[src/logic/wdpa_pkg.sv]
// Purpose: constants and types of the prescaled autoload watchdog
// Assumes: 32-bit APB, one clock, tick enable from the timer block
// Notes:   register offsets here are byte addresses
//
// Notes on behaviour
// watchdog runs after every reset; software must switch it off explicitly.
// main timer underflow raises a full system reset.
// 13-bit prescaler followed by 8-bit main down-counter.
// prescaler advances on the shared timer tick clock.
// counter decrements on a tap of the top eight bits, fastest every 32 ticks.
// decrement tick at zero gives underflow and reload from autoload.
// autoload value 00 to ff; every autoload clears the prescaler.
// timeout equals tick period times divisor times autoload plus one.
// no direct software write path into the main counter.
// feed is a5 to first feed register then 5a to second.
// any other register access between the two feed writes resets.
// correct first write then wrong second write resets at once.
// control register writes wait pending until a valid feed.
// software stops it by writing zero to control, then feeding.
// software feeds within one timeout period of the last feed.
// select codes 0 to 7 give divisors 32 up to 4096.
// external reset: run on, autoload 00, flag clear, highest divide, autoload.
// underflow: autoload, set flag, keep run, autoload and tap.
// timeout flag stays readable after a watchdog reset; software clears it.
// with run cleared, prescaler and counter hold and nothing resets; the code still resets on a failed feed.
`default_nettype none
package wdpa_pkg;
   // ==========================================================
   // sizes
   localparam int PRE_WIDTH = 13;
   localparam int CNT_WIDTH = 8;
   localparam int SEL_WIDTH = 3;
   localparam int ADDR_WIDTH = 8;
   localparam logic [3:0] TAP_BASE = 4'h5;   // code 0 taps five bits
   // ==========================================================
   // register offsets
   localparam logic [ADDR_WIDTH-1:0] ADDR_CTRL     = 8'h00;
   localparam logic [ADDR_WIDTH-1:0] ADDR_AUTOLOAD = 8'h04;
   localparam logic [ADDR_WIDTH-1:0] ADDR_FEED1    = 8'h08;
   localparam logic [ADDR_WIDTH-1:0] ADDR_FEED2    = 8'h0c;
   localparam logic [ADDR_WIDTH-1:0] ADDR_COUNT    = 8'h10;
   // ==========================================================
   // control register fields
   localparam int CTRL_SEL_LSB = 5;
   localparam int CTRL_RUN_BIT = 2;
   localparam int CTRL_FLAG_BIT = 1;
   // ==========================================================
   // feed keys and reset values
   localparam logic [7:0] FEED1_KEY = 8'ha5;
   localparam logic [7:0] FEED2_KEY = 8'h5a;
   localparam logic [SEL_WIDTH-1:0] RST_SEL = 3'h7;
   localparam logic RST_RUN = 1'b1;
   localparam logic [CNT_WIDTH-1:0] RST_AUTOLOAD = 8'h00;
   // ==========================================================
   // feed sequence states
   typedef enum logic [0:0] {
      WDPA_IDLE  = 1'b0,
      WDPA_ARMED = 1'b1
   } wdpa_feed_state_t;
endpackage
`default_nettype wire

[src/logic/wdpa_prescaler.sv]
// Purpose: 13-bit prescaler with selectable decrement tap
// Assumes: tick is a one-cycle enable on pclk
// Notes:   clear wins over counting
`timescale 1ns/1ps
`default_nettype none
module wdpa_prescaler
   import wdpa_pkg::*;
(
   // clock and reset
   input  wire logic                 pclk,
   input  wire logic                 presetn,
   // control
   input  wire logic                 tick,
   input  wire logic                 run,
   input  wire logic                 clear,
   input  wire logic [SEL_WIDTH-1:0] sel,
   // results
   output logic                      dec,
   output logic [PRE_WIDTH-1:0]      pre_count
);
   logic [PRE_WIDTH-1:0] mask;
   logic [3:0]           tap;

   // ==========================================================
   // tap mask: code n watches bits n+4 down to 0
   assign tap = 4'(sel) + TAP_BASE;
   genvar i;
   generate
      for (i = 0; i < PRE_WIDTH; i++) begin : g_mask
         assign mask[i] = (4'(i) < tap);
      end
   endgenerate

   // carry out of the tapped bit, only while running
   assign dec = tick && run && ((pre_count | ~mask) == '1);

   // ==========================================================
   // free count; stands still when stopped
   always_ff @(posedge pclk or negedge presetn) begin
      if (!presetn) begin
         pre_count <= '0;
      end else if (clear) begin
         pre_count <= '0;
      end else if (tick && run) begin
         pre_count <= pre_count + 1'b1;
      end
   end
endmodule // wdpa_prescaler
`default_nettype wire

[src/logic/wdpa_feed_check.sv]
// Purpose: watches completed register accesses for the feed sequence
// Assumes: acc is high for exactly the completing cycle of an access
// Notes:   a lone wrong first write is simply ignored
`timescale 1ns/1ps
`default_nettype none
module wdpa_feed_check
   import wdpa_pkg::*;
(
   // clock and reset
   input  wire logic                  pclk,
   input  wire logic                  presetn,
   // completed access
   input  wire logic                  acc,
   input  wire logic                  wr,
   input  wire logic [ADDR_WIDTH-1:0] addr,
   input  wire logic [7:0]            wdata,
   // results
   output logic                       feed_ok,
   output logic                       feed_fail
);
   wdpa_feed_state_t state;
   wdpa_feed_state_t next_state;
   logic first_ok;

   // ==========================================================
   // decode of the two keyed writes
   assign first_ok = acc && wr && addr == ADDR_FEED1 && wdata == FEED1_KEY;
   assign feed_ok = state == WDPA_ARMED && acc && wr && addr == ADDR_FEED2
                    && wdata == FEED2_KEY;
   // any other access while armed, or a wrong second key, fails
   assign feed_fail = state == WDPA_ARMED && acc && !feed_ok;

   always_comb begin
      next_state = state;
      case (state)
         WDPA_IDLE: begin
            if (first_ok) next_state = WDPA_ARMED;
         end
         WDPA_ARMED: begin
            if (acc) next_state = WDPA_IDLE;
         end
         default: next_state = WDPA_IDLE;
      endcase
   end

   always_ff @(posedge pclk or negedge presetn) begin
      if (!presetn) begin
         state <= WDPA_IDLE;
      end else begin
         state <= next_state;
      end
   end
endmodule // wdpa_feed_check
`default_nettype wire

[src/logic/wdpa_top.sv]
// Purpose: prescaled autoload watchdog with APB register access
// Assumes: timer_tick_clock is a same-clock one-cycle enable
// Notes:   sys_reset_req is a one-cycle request to the reset block
`timescale 1ns/1ps
`default_nettype none
module wdpa_top
   import wdpa_pkg::*;
(
   // clock and reset
   input  wire logic                  pclk,
   input  wire logic                  presetn,
   // apb slave
   input  wire logic [ADDR_WIDTH-1:0] paddr,
   input  wire logic                  psel,
   input  wire logic                  penable,
   input  wire logic                  pwrite,
   input  wire logic [31:0]           pwdata,
   output logic      [31:0]           prdata,
   output logic                       pready,
   output logic                       pslverr,
   // tick shared with the general timers
   input  wire logic                  timer_tick_clock,
   // system side
   output logic                       sys_reset_req,
   output logic                       timeout_flag
);
   // ==========================================================
   // state
   logic [SEL_WIDTH-1:0] pend_sel;
   logic                 pend_run;
   logic [SEL_WIDTH-1:0] act_sel;
   logic                 run_bit;
   logic [CNT_WIDTH-1:0] autoload_reg;
   logic [CNT_WIDTH-1:0] count;

   // ==========================================================
   // events
   logic                 setup;
   logic                 acc;
   logic                 wr;
   logic                 hit;
   logic                 feed_ok;
   logic                 feed_fail;
   logic                 dec;
   logic                 underflow;
   logic                 wd_event;
   logic                 load;
   logic                 flag_clr;
   logic [PRE_WIDTH-1:0] pre_count;
   logic [31:0]          next_rdata;

   // ==========================================================
   // bus phases
   assign setup = psel && !penable;
   assign acc = psel && penable && pready;
   assign wr = acc && pwrite;

   // underflow only exists while running
   assign underflow = dec && count == '0;
   // failed feeds behave exactly like an underflow
   assign wd_event = underflow || feed_fail;
   assign load = feed_ok || wd_event;
   // software clears the flag by writing zero to it
   assign flag_clr = wr && paddr == ADDR_CTRL && !pwdata[CTRL_FLAG_BIT];

   // ==========================================================
   // submodules
   wdpa_prescaler u_pre (
      .pclk      (pclk),
      .presetn   (presetn),
      .tick      (timer_tick_clock),
      .run       (run_bit),
      .clear     (load),
      .sel       (act_sel),
      .dec       (dec),
      .pre_count (pre_count)
   );

   wdpa_feed_check u_feed (
      .pclk      (pclk),
      .presetn   (presetn),
      .acc       (acc),
      .wr        (pwrite),
      .addr      (paddr),
      .wdata     (pwdata[7:0]),
      .feed_ok   (feed_ok),
      .feed_fail (feed_fail)
   );

   // ==========================================================
   // read mux; unmapped addresses read zero
   always_comb begin
      next_rdata = '0;
      hit = 1'b1;
      case (paddr)
         ADDR_CTRL: begin
            next_rdata[CTRL_SEL_LSB +: SEL_WIDTH] = act_sel;
            next_rdata[CTRL_RUN_BIT] = run_bit;
            next_rdata[CTRL_FLAG_BIT] = timeout_flag;
         end
         ADDR_AUTOLOAD: begin
            next_rdata[CNT_WIDTH-1:0] = autoload_reg;
         end
         ADDR_FEED1: begin
            next_rdata = '0;
         end
         ADDR_FEED2: begin
            next_rdata = '0;
         end
         ADDR_COUNT: begin
            next_rdata[CNT_WIDTH-1:0] = count;
         end
         default: begin
            hit = 1'b0;
         end
      endcase
   end

   // ==========================================================
   // apb answer: one wait-free access phase after each setup
   always_ff @(posedge pclk or negedge presetn) begin
      if (!presetn) begin
         pready <= 1'b0;
      end else begin
         pready <= setup;
      end
   end

   // read data and error are captured in the setup cycle
   always_ff @(posedge pclk or negedge presetn) begin
      if (!presetn) begin
         prdata <= '0;
         pslverr <= 1'b0;
      end else if (setup) begin
         prdata <= pwrite ? 32'h0000_0000 : next_rdata;
         pslverr <= !hit;
      end
   end

   // ==========================================================
   // pending control: applied only by a valid feed
   always_ff @(posedge pclk or negedge presetn) begin
      if (!presetn) begin
         pend_sel <= RST_SEL;
         pend_run <= RST_RUN;
      end else if (wr && paddr == ADDR_CTRL) begin
         pend_sel <= pwdata[CTRL_SEL_LSB +: SEL_WIDTH];
         pend_run <= pwdata[CTRL_RUN_BIT];
      end
   end

   // active control; a watchdog reset leaves it alone
   always_ff @(posedge pclk or negedge presetn) begin
      if (!presetn) begin
         act_sel <= RST_SEL;
         run_bit <= RST_RUN;
      end else if (feed_ok) begin
         act_sel <= pend_sel;
         run_bit <= pend_run;
      end
   end

   // ==========================================================
   // autoload value, any byte allowed
   always_ff @(posedge pclk or negedge presetn) begin
      if (!presetn) begin
         autoload_reg <= RST_AUTOLOAD;
      end else if (wr && paddr == ADDR_AUTOLOAD) begin
         autoload_reg <= pwdata[CNT_WIDTH-1:0];
      end
   end

   // ==========================================================
   // main counter: only autoload or decrement touch it
   always_ff @(posedge pclk or negedge presetn) begin
      if (!presetn) begin
         count <= RST_AUTOLOAD;
      end else if (load) begin
         count <= autoload_reg;
      end else if (dec) begin
         count <= count - 1'b1;
      end
   end

   // ==========================================================
   // timeout flag: set wins over a software clear
   always_ff @(posedge pclk or negedge presetn) begin
      if (!presetn) begin
         timeout_flag <= 1'b0;
      end else if (wd_event) begin
         timeout_flag <= 1'b1;
      end else if (flag_clr) begin
         timeout_flag <= 1'b0;
      end
   end

   // reset request to the system reset block
   always_ff @(posedge pclk or negedge presetn) begin
      if (!presetn) begin
         sys_reset_req <= 1'b0;
      end else begin
         sys_reset_req <= wd_event;
      end
   end

   // ==========================================================
   // checks
   // helper for the checks: the last completed access carried the first key;
   // it only watches the bus, so a slip in the feed state machine shows up
   // here instead of being mirrored by the check
   logic last_key1;

   always_ff @(posedge pclk or negedge presetn) begin
      if (!presetn) begin
         last_key1 <= 1'b0;
      end else if (acc) begin
         last_key1 <= pwrite && paddr == ADDR_FEED1 && pwdata[7:0] == FEED1_KEY;
      end
   end
endmodule // wdpa_top
`default_nettype wire

[config.mk]
export PLATFORM = sky130hd
export DESIGN_NAME = wdpa_top
export DESIGN_NICKNAME = d
export VERILOG_FILES = /design/src/logic/wdpa_pkg.sv /design/src/logic/wdpa_prescaler.sv /design/src/logic/wdpa_feed_check.sv /design/src/logic/wdpa_top.sv
export SDC_FILE = /design/constraint.sdc
export NUM_CORES = 1
export LEC_CHECK = 0
export ABC_AREA = 0
export CAP_MARGIN = 0
export CORE_MARGIN = 3
export CORE_UTILIZATION = 40
export CTS_CLUSTER_SIZE = 40
export DETAILED_ROUTE_END_ITERATION = 10
export DONT_BUFFER_PORTS = 1
export GPL_ROUTABILITY_DRIVEN = 0
export REMOVE_ABC_BUFFERS = 1
export SKIP_LAST_GASP = 1
export SLEW_MARGIN = 10
export SYNTH_ARGS = -nofsm -noshare
export SYNTH_HDL_FRONTEND = slang
export SYNTH_SLANG_ARGS = --single-unit
[constraint.sdc]
create_clock -name pclk -period 2.9 [get_ports pclk]
set_clock_uncertainty 0.05 [all_clocks]
set_input_delay 0.29 -clock pclk [delete_from_list [all_inputs] [get_ports pclk]]
set_output_delay 0.29 -clock pclk [all_outputs]
set_load 0.01 [all_outputs]
=== Word level (Yosys, flattened, before mapping) ===
Index checks and enable logic that the tools add are counted.

* Register bits after elaboration: 74
* Bits of input ports: 46
* Output and inout port bits: 36
* Word-level logic and storage cells: 83

* Add/subtract/negate cells: 3
* $lt $le $gt $ge: 13
* Eq/ne operators: 7
* Muxes and demuxes: 15
* Bitwise logic cells: 3
* Reductions and logical operators: 29

{| class="wikitable"
|+ Operator list
! kind !! number
|-
| $mux 13 || 2
|-
| $mux 8 || 3
|-
| $lt 4x4->1 const A || 5
|-
| $logic_and 1x1->1 || 17
|-
| $eq 8x4->1 const B || 2
|-
| $logic_not 8->1 || 2
|-
| $lt 3x4->1 const A || 4
|-
| $add 13x1->13 const B || 1
|-
| $eq 13x13->1 const B || 1
|-
| $not 13->13 || 1
|-
| $or 13x13->13 || 1
|-
| $pmux 3 s3 || 1
|-
| $eq 8x3->1 const B || 1
|-
| $eq 8x5->1 const B || 1
|-
| $eq 8x7->1 const B || 1
|-
| $eq 8x8->1 const B || 1
|-
| $lt 1x4->1 const A || 2
|-
| $lt 2x4->1 const A || 2
|-
| $sub 8x1->8 const B || 1
|-
| $pmux 2 s3 || 1
|-
| $reduce_bool 2->1 || 3
|-
| $mux 1 || 5
|-
| $reduce_or 5->1 || 1
|-
| $add 3x3->4 const B || 1
|-
| 5 further kinds || 10
|}

=== Logic depth before layout (Yosys ltp) ===
Gate-level depths: netlist of the first run.

* Depth after elaboration: 11
* Gate-level depth with buffers: 9

=== By module ===
Synthesis of the first run repeated with hierarchy kept, for this count alone.

* Cell total of the unflattened synthesis: 274
* Area, all modules: 2801.4 um^2

{| class="wikitable"
|+ By module, submodules not included
! module !! times used !! cells an instance !! area each (um^2) !! seq. area each (um^2)
|-
| wdpa_top || 1 || 171 || 1853.0 || 910.9
|-
| wdpa_prescaler || 1 || 88 || 805.8 || 325.3
|-
| wdpa_feed_check || 1 || 15 || 142.6 || 25.0
|}

=== Worst setup path before layout of the first run ===
Ideal clock, no wire load.

* Path type: flip-flop to flip-flop
* Start point: reg act_sel[0]
* End point: reg count[0]
* Setup time: 0.126 ns
* Data arrival time: 2.217 ns
* Required time: 2.724 ns
* Path slack: 0.507 ns
* Stages on the path, launching flop included: 10
* Buffers on the path: 1
* Cells stage by stage: dfstp_2 -> inv_1 -> ha_1 -> o21a_1 -> a32oi_1 -> a2111oi_4 -> nor2_2 -> buf_6 -> nor3_1 -> a221o_1

* Longest elaborated chain between the ends: 10
* Elaborated cells between the ends (all ways): 23

{| class="wikitable"
|+ Ends and longest elaborated chain
! element !! RTL line !! source
|-
| from (decl) || wdpa_top.sv:31 || <nowiki>logic [SEL_WIDTH-1:0] act_sel;</nowiki>
|-
| from (signal assigned) || wdpa_top.sv:158 || <nowiki>act_sel <= pend_sel;</nowiki>
|-
| $add 3x3->4 * || wdpa_prescaler.sv:26 || <nowiki>assign tap = 4'(sel) + TAP_BASE;</nowiki>
|-
| $lt 1x4->1, or another cell as far along || wdpa_prescaler.sv:30 || <nowiki>assign mask[i] = (4'(i) < tap);</nowiki>
|-
| $not 13->13 * || wdpa_prescaler.sv:35 || <nowiki>assign dec = tick && run && ((pre_count | ~mask) == '1);</nowiki>
|-
| $or 13x13->13 * || wdpa_prescaler.sv:35 ||
|-
| $eq 13x13->1 * || wdpa_prescaler.sv:35 ||
|-
| $logic_and 1x1->1 * || wdpa_prescaler.sv:35 ||
|-
| $logic_and 1x1->1 || wdpa_top.sv:59 || <nowiki>assign underflow = dec && count == '0;</nowiki>
|-
| $logic_or 1x1->1 || wdpa_top.sv:61 || <nowiki>assign wd_event = underflow || feed_fail;</nowiki>
|-
| $logic_or 1x1->1 || wdpa_top.sv:62 || <nowiki>assign load = feed_ok || wd_event;</nowiki>
|-
| $mux 8 / $reduce_bool 2->1 (equally long branches) || n/a ||
|-
| to (signal assigned) || wdpa_top.sv:179 || <nowiki>count <= autoload_reg;</nowiki>
|-
| to (signal assigned) || wdpa_top.sv:181 || <nowiki>count <= count - 1'b1;</nowiki>
|-
| to (decl) || wdpa_top.sv:34 || <nowiki>logic [CNT_WIDTH-1:0] count;</nowiki>
|}

Mark *: on every way between the ends. The rest lies on a longest branch, timed or not.
A chain may end at the register's enable or synchronous reset.

=== Final worst setup path of the first run ===
* Start point: reg act_sel[0]
* End point: reg u_pre.pre_count[3]

* Longest elaborated chain between the ends: 10
* Elaborated cells between the ends (all ways): 23

{| class="wikitable"
|+ Ends and longest elaborated chain
! element !! RTL line !! source
|-
| $add 3x3->4 * || wdpa_prescaler.sv:26 ||
|-
| $lt 1x4->1, or another cell as far along || wdpa_prescaler.sv:30 ||
|-
| $not 13->13 * || wdpa_prescaler.sv:35 ||
|-
| $or 13x13->13 * || wdpa_prescaler.sv:35 ||
|-
| $eq 13x13->1 * || wdpa_prescaler.sv:35 ||
|-
| $logic_and 1x1->1 * || wdpa_prescaler.sv:35 ||
|-
| $logic_and 1x1->1 * || wdpa_top.sv:59 ||
|-
| $logic_or 1x1->1 * || wdpa_top.sv:61 ||
|-
| $logic_or 1x1->1 * || wdpa_top.sv:62 ||
|-
| $mux 13 / $reduce_bool 2->1 (equally long branches) || n/a ||
|-
| to (signal assigned) || wdpa_prescaler.sv:45 || <nowiki>pre_count <= pre_count + 1'b1;</nowiki>
|-
| to (decl) || wdpa_prescaler.sv:19 || <nowiki>output logic [PRE_WIDTH-1:0] pre_count</nowiki>
|}

Marked as above.

==> metrics.csv, run 1 <==
stage,metric,value,unit
run_status,status,"complete, no violations",
place,dp_hpwl,4332,µm
critical_path,reg2reg_depth,10,
global_routing,grtUsageTotal,15.32,%
timing,drv_slew,0,
logic_synthesis,yosys_warnings,0,
power_and_ir_drop,cellLeakagePower,0.001324,µW
power_and_ir_drop,ir_worst_vdd,0.0002624,V
logic_synthesis,synth_edf_count,0,
logic_synthesis,synth_mux_area_share,6.741,%
drt,finalWirelength,6033,µm
logic_synthesis,synth_xor_area_share,3.415,%
power_and_ir_drop,p_int,884.6,µW
logic_synthesis,yosysSeqAreaShare,44.70,%
global_routing,grt_max_degree,51,
critical_path,slowest_delay,0.59,ns
clocking,clock-root-buffer,clkbuf_8,
layout,n_antenna_cell,0,
critical_path,r2r_setup_slack,0.22,ns
logic_synthesis,async_flop_share,100.0,%
critical_path,cp.required,3.04,ns
floorplan,rows,29,
logic_synthesis,ys_types,61,
clocking,cts.repair.resized,0,
logic_synthesis,synth_top_family_by_area,simple AND/OR/NAND/NOR gates,
critical_path,setup.worst_path.class,flop to flop,
timing,hold_slack,0.07504,ns
global_routing,grt_pass1_wl,10140,µm
job,maxCapViolations,0,
timing,fin_setup_tns,0,ns
global_routing,grt_pass1_vias,1903,
place,io_buffers,0,
clocking,postCtsSetupBuffers,0,
drt,drt_first_pass_iters,5,
power_and_ir_drop,comb_power_share,4.0,%
layout,fillers,652,
critical_path,end_kind,flop,
critical_path,cp-startpoint,act_sel[0],
timing,post-route-period-util,92.32,%
clocking,clkTransAtPathRegs,0.10,ns
critical_path,arrival,2.82,ns
floorplan,start_util,42.72,%
critical_path,regToRegEndpoint,u_pre.pre_count[3],
drt,final_antenna_net_count,0,
critical_path,cp_slowest_cell,dfstp_2,
timing,maxSlewHeadroom,45.70,%
logic_synthesis,synthSimpleGateAreaFrac,19.51,%
drt,vias_per_cell,5.508,
logic_synthesis,yosys.area.top_type,dfrtp_1,
layout,regMostFlops,u_pre.pre_count,
critical_path,critPathLaunchType,flop,
drt,wire_per_inst,16.48,µm
logic_synthesis,synthAdderAreaFrac,1.774,%
drt,drcViolationCount,0,
timing,fmaxAchievable,0.3735,GHz
critical_path,cp_max_fo,17,
clocking,htree_levels,2,
clocking,clockBufferDepth,2,
global_routing,antenna_found_initial,0,
floorplan,dieHeight,89.99,µm
logic_synthesis,synth_top_cell_area_share,37.25,%
clocking,cts_hold_buf,2,
power_and_ir_drop,p_per_area,392.4,mW/mm²
power_and_ir_drop,sw_frac_of_total,23.87,%
clocking,cts_tree,done,
timing,hold_violations,0,
timing,worst_pin_slew,0.8124,ns
floorplan,core-area,0.006604,mm²
logic_synthesis,synth_area,0.002821,mm²
layout,layout-drive-gt1-share,17.95,%
worst_hold_path,holdPathStages,1,
critical_path,r2r-start,act_sel[0],
layout,area_growth,4.967,%
worst_hold_path,worstHoldStart,pwdata[3],
drt,vias,2016,
critical_path,path_cells,"inv_1, ha_1, o21a_1, a32oi_1, a2111oi_4, nor2_2, buf_12, o21ai_4, buf_4, nor2_1",
timing,fin_crit,2.677,ns
layout,num-nets-final,322,
logic_synthesis,synth_area_leaders,"dfrtp_1 (37%), dfstp_2 (7.5%), buf_4 (6.7%), mux2_2 (6.4%), nand2_1 (3.1%)",
drt,drt_iter0_drc,158,
logic_synthesis,syn_inst,268,
clocking,insertion_delay,0.31,ns
power_and_ir_drop,seqPwrFrac,60.6,%
global_routing,overflow,0,
clocking,clock-sinks,50,
logic_synthesis,ys.flop_type,dfrtp_1,
power_and_ir_drop,power_switching,277.4,µW
logic_synthesis,synth_compound_area_share,14.94,%
layout,largest_reg_flops,13,
timing,rsz0062_at_grt,no,
worst_hold_path,hold_class,input pin to flop,
clocking,cts_buffers,5,
floorplan,chipWidth,89.99,µm
timing,setup_viol,0,
floorplan,die_area,0.008097,mm²
logic_synthesis,postSynthAreaPerCell,10.53,µm²
power_and_ir_drop,p_clk_share,35.4,%
worst_hold_path,holdPathEnd,autoload_reg[3],
logic_synthesis,ys_ff_latch,50,
floorplan,io_pins,82,
kinds of logic (layout without fill, tap and decap cells):
group | after synthesis | after routing
other cells | 1 | 24
simple gates | 94 | 94
compound gates | 52 | 52
flops | 50 | 50
fa+ha+maj | 4 | 4
mux | 17 | 17
buf+inv | 39 | 21
xor+xnor | 11 | 11
synth_stat cells, drive strengths merged (3+ instances only):
cell type and count:
a21oi 4, nand2 24, buf 27, clkbuf 3, dfstp 8, mux2 16
nor2 23, a32oi 3, nand4 6, o21ai 16, and4 4, a22oi 3
xnor2 3, or3 3, a211o 3, xor2 8, dfrtp 42, nand3 4
inv 9, nand2b 3, a222oi 5, nor4bb 3, nor4b 5, ha 4
and3 3, nor3 3, nor4 4
per-stage QoR:
stage	instance area (µm²)	setup slack (ns)	instances	total power, µW	util (%)
finish	2962	0.2227	366	1162	44.85
global route	2962	0.08389	366	1221	44.85
CTS	2962	0.2310	366	1182	44.85
detailed placement	2838	0.2595	356	744.2	42.97
global placement	2838	0.2875	356	743.8	42.97
floorplan	2694	0.3039	261	741.3	-
worst max-delay path, delay by kind of cell (launching register included):
kind	cells	cell delay, ns
AO/OA/AOI/OAI	4	0.94
adder cells (fa/ha/maj)	1	0.33
buffers and inverters	3	0.46
flip-flops	1	0.59
AND/OR/NAND/NOR	2	0.17
routing by layer:
metal | vias to the layer above | track usage (%) | routed length, µm
li1 | 956 | - | -
met1 | 987 | 21.57 | 2726
met2 | 67 | 23.81 | 2829
met3 | 6 | 3.255 | 395
met4 | 0 | 4.592 | 80
met5 | - | 0 | 0
final cells by class:
class	instances	area, µm²	share of cell area [%]
timing repair buffer	4	65.06	2.197
sequential	50	1261	42.59
clock inverter	2	13.76	0.4647
tap	93	116.4	3.929
multi-input combinational	202	1399	47.23
inverter	9	33.78	1.141
clock buffer	6	72.57	2.450
power groups by stage:
stage	sequential [µW]	combinational, µW	clock [µW]
2_1_floorplan	717	24.5	0
3_3_place_gp	718	26.2	0
3_5_place_dp	718	26.5	0
4_1_cts	704	46.9	430
5_1_grt	705	52.0	464
6_report	704	46.3	411
cell usage in the layout (no fill, tap or decap), types with 4 or more instances in the layout:
cell type  instances
a222oi_1           5
clkbuf_8           5
conb_1            24
dfrtp_1           42
dfstp_2            8
ha_1               4
inv_1              9
mux2_2            16
nand2_1           23
nand3_1            4
nand4_1            6
nor2_1            22
o21ai_0           12
xor2_1             8
worst max path at each step:
stage / to / slack, ns / depth (start not counted)
floorplan: count[5] / 0.30 / 8
global placement: u_pre.pre_count[0] / 0.29 / 10
detailed placement: u_pre.pre_count[0] / 0.26 / 10
CTS: u_pre.pre_count[7] / 0.23 / 10
global route: u_pre.pre_count[12] / 0.08 / 10
finish: u_pre.pre_count[3] / 0.22 / 10
(Power assumes the default switching activity.)
==> run 2: changes to the inputs <==
- REMOVE_ABC_BUFFERS: 1 -> unset
==> metrics.csv, run 2 (same netlist as run 1, synthesis figures left out) <==
stage,metric,value,unit,change
clocking,htree_levels,2,,unchanged
timing,hold_slack,0.07607,ns,was 0.07504 ns
layout,final_common_cell,dfrtp_1,,unchanged
global_routing,antenna_found_initial,0,,unchanged
drt,vias_per_cell,5.529,,was 5.508
power_and_ir_drop,ir_worst_vdd,0.0002800,V,was 0.0002624 V
timing,worst_pin_slew,0.8173,ns,was 0.8124 ns
critical_path,regToRegEndpoint,count[5],,was u_pre.pre_count[3]
critical_path,arrival,2.80,ns,was 2.82 ns
drt,drcViolationCount,0,,unchanged
timing,post-route-period-util,91.83,%,was 92.32%
global_routing,grt_pass1_vias,2024,,"was 1,903"
timing,fmaxAchievable,0.3755,GHz,was 0.3735 GHz
worst_hold_path,hold_class,input pin to flop,,unchanged
timing,setup_viol,0,,unchanged
floorplan,die_area,0.008097,mm²,unchanged
global_routing,busiest_layer,met2,,unchanged
clocking,cts_tree,done,,unchanged
clocking,clock-root-buffer,clkbuf_8,,unchanged
critical_path,cp-startpoint,act_sel[0],,unchanged
critical_path,r2r-start,act_sel[0],,unchanged
clocking,clock-sinks,50,,unchanged
layout,regMostFlops,u_pre.pre_count,,unchanged
critical_path,reg2reg_depth,9,,was 10
layout,n_antenna_cell,0,,unchanged
layout,largest_reg_flops,13,,unchanged
clocking,clkTransAtPathRegs,0.10,ns,about the same
global_routing,grt_max_degree,51,,unchanged
layout,layout-drive-gt1-share,17.88,%,was 17.95%
timing,drv_slew,0,,unchanged
drt,drt_iter0_drc,173,,was 158
critical_path,setup.worst_path.class,flop to flop,,unchanged
floorplan,chipWidth,89.99,µm,unchanged
floorplan,io_pins,82,,unchanged
clocking,insertion_delay,0.30,ns,was 0.31 ns
place,io_buffers,0,,unchanged
layout,final_area,0.002954,mm²,was 0.002962 mm²
clocking,clockBufferDepth,2,,unchanged
floorplan,start_util,42.72,%,unchanged
drt,vias,2029,,"was 2,016"
critical_path,cp_max_fo,11,,was 17
run_status,status,"complete, no violations",,unchanged
drt,finalWirelength,6038,µm,was 6033 µm
power_and_ir_drop,cellLeakagePower,0.001316,µW,was 0.001324 µW
global_routing,grtUsageTotal,15.34,%,was 15.32%
timing,maxSlewHeadroom,45.37,%,was 45.70%
floorplan,core-area,0.006604,mm²,unchanged
floorplan,dieHeight,89.99,µm,unchanged
layout,post-route-util,44.73,%,was 44.85%
drt,final_antenna_net_count,0,,unchanged
global_routing,overflow,0,,unchanged
place,dp_hpwl,4308,µm,was 4332 µm
drt,wire_per_inst,16.45,µm,was 16.48 µm
critical_path,critPathLaunchType,flop,,unchanged
global_routing,grt_pass1_wl,10280,µm,"was 10,140 µm"
global_routing,met2_usage,23.43,%,was 23.81%
drt,drt_first_pass_iters,5,,unchanged
timing,fin_setup_tns,0,ns,unchanged
layout,area_growth,4.701,%,was 4.967%
job,maxCapViolations,0,,unchanged
place,detailed_place.area,0.002833,mm²,was 0.002838 mm²
worst_hold_path,holdPathStages,1,,unchanged
layout,final_cell_mix,"dfrtp_1 (42), conb_1 (24), nand2_1 (23)",,unchanged
layout,num-nets-final,323,,was 322
timing,rsz0062_at_grt,no,,unchanged
global_routing,grt_use_met3,3.923,%,was 3.255%
global_routing,use_met1,21.02,%,was 21.57%
critical_path,r2r_setup_slack,0.24,ns,was 0.22 ns
timing,fin_crit,2.663,ns,was 2.677 ns
critical_path,end_kind,flop,,unchanged
floorplan,rows,29,,unchanged
power_and_ir_drop,p_per_area,389.1,mW/mm²,was 392.4 mW/mm²
timing,hold_violations,0,,unchanged
critical_path,cp-endpoint,count[5],,was u_pre.pre_count[3]
clocking,cts_buffers,5,,unchanged
critical_path,cp.required,3.04,ns,about the same
[run 2: cell count changes in the layout (fill, tap and decap cells not counted)]
cell        previous run  this run
clkinvlp_4             0         1
clkbuf_1               1         2
clkinv_2               1         0
buf_4                  1         3
inv_6                  1         0
buf_12                 1         0
[run 2: worst min path at each step]
stage	endpoint	slack, ns	startpoint
after global routing	autoload_reg[0]	0.07	pwdata[0]
final	autoload_reg[0]	0.08	pwdata[0]
after CTS	u_pre.pre_count[1]	0.06	timer_tick_clock
after floorplan	autoload_reg[0]	-0.06	presetn
after global placement	u_pre.pre_count[2]	-0.05	presetn
after detailed placement	u_pre.pre_count[3]	-0.05	presetn
[run 2: area by class of cell]
| class | instances | area, µm² |
|---|---|---|
| Fill cell | 655 | 3650 |
| Multi-Input combinational cell | 202 | 1399 |
| Sequential cell | 50 | 1261 |
| Tap cell | 93 | 116.4 |
| Clock buffer | 7 | 76.32 |
| Timing Repair Buffer | 5 | 60.06 |
| Inverter | 9 | 33.78 |
| Clock inverter | 1 | 7.507 |
[run 2: metrics by stage]
step	cells	power (µW)	setup WS [ns]
detailed placement	357	744.1	0.2532
global route	367	1192	0.03074
CTS	367	1162	0.2310
global placement	357	743.8	0.2698
floorplan	291	767.5	0.5069
finish	367	1149	0.2370
[run 2: repair_timing]
action | CTS | global route
setup buffers | 0 | 0
endpoints found under the setup margin | 0 | 0
hold buffers | 2 | 0
gates resized for setup | 0 | 0
hold endpoints to repair | 50 | 0
[run 2: worst max-delay path: stages, from the launching register on]
cell and delay (ns):
dfstp_2 0.57, inv_1 0.05, ha_1 0.33, o21a_1 0.16, a32oi_1 0.14, a2111oi_4 0.39, nor2_2 0.16, buf_4 0.20
o211a_1 0.22, a211o_1 0.26
[run 2: routing by layer]
| metal | up-vias | wire length [µm] |
|---|---|---|
| met5 | - | 0 |
| met4 | 0 | 119 |
| met3 | 10 | 423 |
| met2 | 77 | 2746 |
| met1 | 999 | 2749 |
| li1 | 943 | - |
[run 2: power by group]
group          internal [µW]  switching (µW)
clock network            171             228
registers                700            3.48
logic                   11.6            34.7
total                    883             266
==> run 3: changes to the inputs <==
- PLACE_DENSITY: unset -> 0.58
==> metrics.csv, run 3 (same netlist as run 1, synthesis figures left out) <==
stage,metric,value,unit,change
worst_hold_path,hold_class,input pin to flop,,unchanged
critical_path,reg2reg_depth,9,,unchanged
critical_path,path_delay_family,compound AO/OA/AOI/OAI gates,,unchanged
critical_path,arrival,2.80,ns,about the same
timing,rsz0062_at_grt,no,,unchanged
critical_path,slowest_delay,0.59,ns,was 0.57 ns
clocking,clockBufferDepth,2,,unchanged
floorplan,start_util,42.72,%,unchanged
power_and_ir_drop,p_per_area,394.4,mW/mm²,was 389.1 mW/mm²
timing,hold_violations,0,,unchanged
layout,largest_reg_flops,13,,unchanged
floorplan,io_pins,82,,unchanged
clocking,cts_buffers,5,,unchanged
layout,regMostFlops,u_pre.pre_count,,unchanged
drt,drt_iter0_drc,160,,was 173
critical_path,end_kind,flop,,unchanged
critical_path,path_cells,"inv_1, ha_1, o21a_1, a32oi_1, a2111oi_4, nor2_2, buf_4, or3_1, a32oi_1",,"was inv_1, ha_1, o21a_1, a32oi_1, a2111oi_4, nor2_2, buf_4, o211a_1, a211o_1"
clocking,clkTransAtPathRegs,0.10,ns,about the same
place,dp_hpwl,4376,µm,was 4308 µm
critical_path,cp.required,3.07,ns,was 3.04 ns
global_routing,grt_max_degree,51,,unchanged
global_routing,grt_pass1_vias,1962,,"was 2,024"
drt,drt_first_pass_iters,6,,was 5
place,io_buffers,0,,unchanged
timing,fin_crit,2.631,ns,was 2.663 ns
clocking,clock-root-buffer,clkbuf_8,,unchanged
clocking,postCtsSetupBuffers,0,,unchanged
floorplan,chipWidth,89.99,µm,unchanged
critical_path,crit_top_cell,a32oi_1,,
global_routing,grtUsageTotal,15.29,%,was 15.34%
timing,post-route-period-util,90.73,%,was 91.83%
drt,finalWirelength,6105,µm,was 6038 µm
timing,drv_slew,0,,unchanged
critical_path,r2r_setup_slack,0.27,ns,was 0.24 ns
layout,final_common_cell,dfrtp_1,,unchanged
run_status,status,"complete, no violations",,unchanged
layout,num-nets-final,323,,unchanged
critical_path,path_buf_inv,2,,unchanged
critical_path,cp_max_fo,10,,was 11
layout,n_antenna_cell,0,,unchanged
global_routing,grt_pass1_wl,10190,µm,"was 10,280 µm"
timing,fmaxAchievable,0.3801,GHz,was 0.3755 GHz
power_and_ir_drop,cellLeakagePower,0.001313,µW,was 0.001316 µW
floorplan,dieHeight,89.99,µm,unchanged
floorplan,core-area,0.006604,mm²,unchanged
timing,fin_setup_tns,0,ns,unchanged
drt,final_antenna_net_count,0,,unchanged
clocking,clock-sinks,50,,unchanged
floorplan,die_area,0.008097,mm²,unchanged
clocking,cts_tree,done,,unchanged
power_and_ir_drop,ir_worst_vdd,0.0002811,V,was 0.0002800 V
worst_hold_path,holdPathStages,1,,unchanged
timing,worst_pin_slew,0.8374,ns,was 0.8173 ns
layout,layout-drive-gt1-share,18.25,%,was 17.88%
layout,post-route-util,44.79,%,was 44.73%
worst_hold_path,worstHoldStart,pwdata[4],,was pwdata[0]
timing,maxSlewHeadroom,44.03,%,was 45.37%
critical_path,regToRegEndpoint,count[2],,was count[5]
critical_path,critPathLaunchType,flop,,unchanged
critical_path,cp_slowest_cell,dfstp_2,,unchanged
drt,vias_per_cell,5.616,,was 5.529
job,maxCapViolations,0,,unchanged
timing,setup_viol,0,,unchanged
global_routing,overflow,0,,unchanged
floorplan,rows,29,,unchanged
clocking,insertion_delay,0.30,ns,about the same
critical_path,setup.worst_path.class,flop to flop,,unchanged
clocking,htree_levels,2,,unchanged
critical_path,r2r-start,act_sel[0],,unchanged
worst_hold_path,holdPathEnd,autoload_reg[4],,was autoload_reg[0]
drt,vias,2061,,"was 2,029"
global_routing,antenna_found_initial,0,,unchanged
drt,drcViolationCount,0,,unchanged
layout,final_cell_mix,"dfrtp_1 (42), conb_1 (24), nand2_1 (23)",,unchanged
drt,wire_per_inst,16.63,µm,was 16.45 µm
layout,area_growth,4.834,%,was 4.701%
layout,fillers,657,,was 655
[run 3: cell types whose count changed in the layout (fill, tap and decap cells not counted), sizes merged]
cell,before,now
clkbuf,7,6
clkinvlp,1,2
[run 3: metal layers]
layer	global-route usage (%)	routed length, µm	part of all wire [%]
met5	0	0	0
met4	4.719	115	1.9
met3	3.673	441	7.2
met2	23.50	2710	44
met1	21.42	2838	46
[run 3: area by class of cell]
type | count | area, µm² | area share, %
Clock buffer | 6 | 72.57 | 2.453
Clock inverter | 2 | 15.01 | 0.5076
Sequential cell | 50 | 1261 | 42.64
Multi-Input combinational cell | 202 | 1399 | 47.29
Tap cell | 93 | 116.4 | 3.934
Timing Repair Buffer | 5 | 60.06 | 2.030
Inverter | 9 | 33.78 | 1.142
[run 3: what timing repair did]
action                    4_1_cts  5_1_grt
gates resized for setup         0        0
hold endpoints to repair       50        0
hold buffers                    2        0
[run 3: worst max path at each step]
stage / start / end / slack [ns] / depth (start not counted)
global route: act_sel[0] / count[2] / 0.13 / 9
global placement: act_sel[0] / count[0] / 0.33 / 9
CTS: act_sel[0] / count[2] / 0.28 / 9
floorplan: act_sel[0] / count[0] / 0.51 / 9
detailed placement: act_sel[0] / count[2] / 0.31 / 9
finish: act_sel[0] / count[2] / 0.27 / 9
[run 3: metrics by stage]
stage                     worst slack [ns]  instance area (µm²)  hold slack (ns)  cells  power [µW]
after floorplan                     0.5069                 2908         -0.05559    291       767.5
after global placement              0.3269                 2833         -0.05351    357       743.9
after detailed placement            0.3079                 2833         -0.05326    357       743.9
after CTS                           0.2842                 2958          0.07141    367        1174
after global routing                0.1277                 2958          0.06389    367        1214
final                               0.2689                 2958          0.07962    367        1166
[run 3: power breakdown]
| part | internal [µW] | switching [µW] | total, µW |
|---|---|---|---|
| logic | 11.6 | 34.7 | 46.3 |
| clock network | 171 | 245 | 416 |
| registers | 701 | 3.52 | 704 |
| total | 883 | 284 | 1170 |
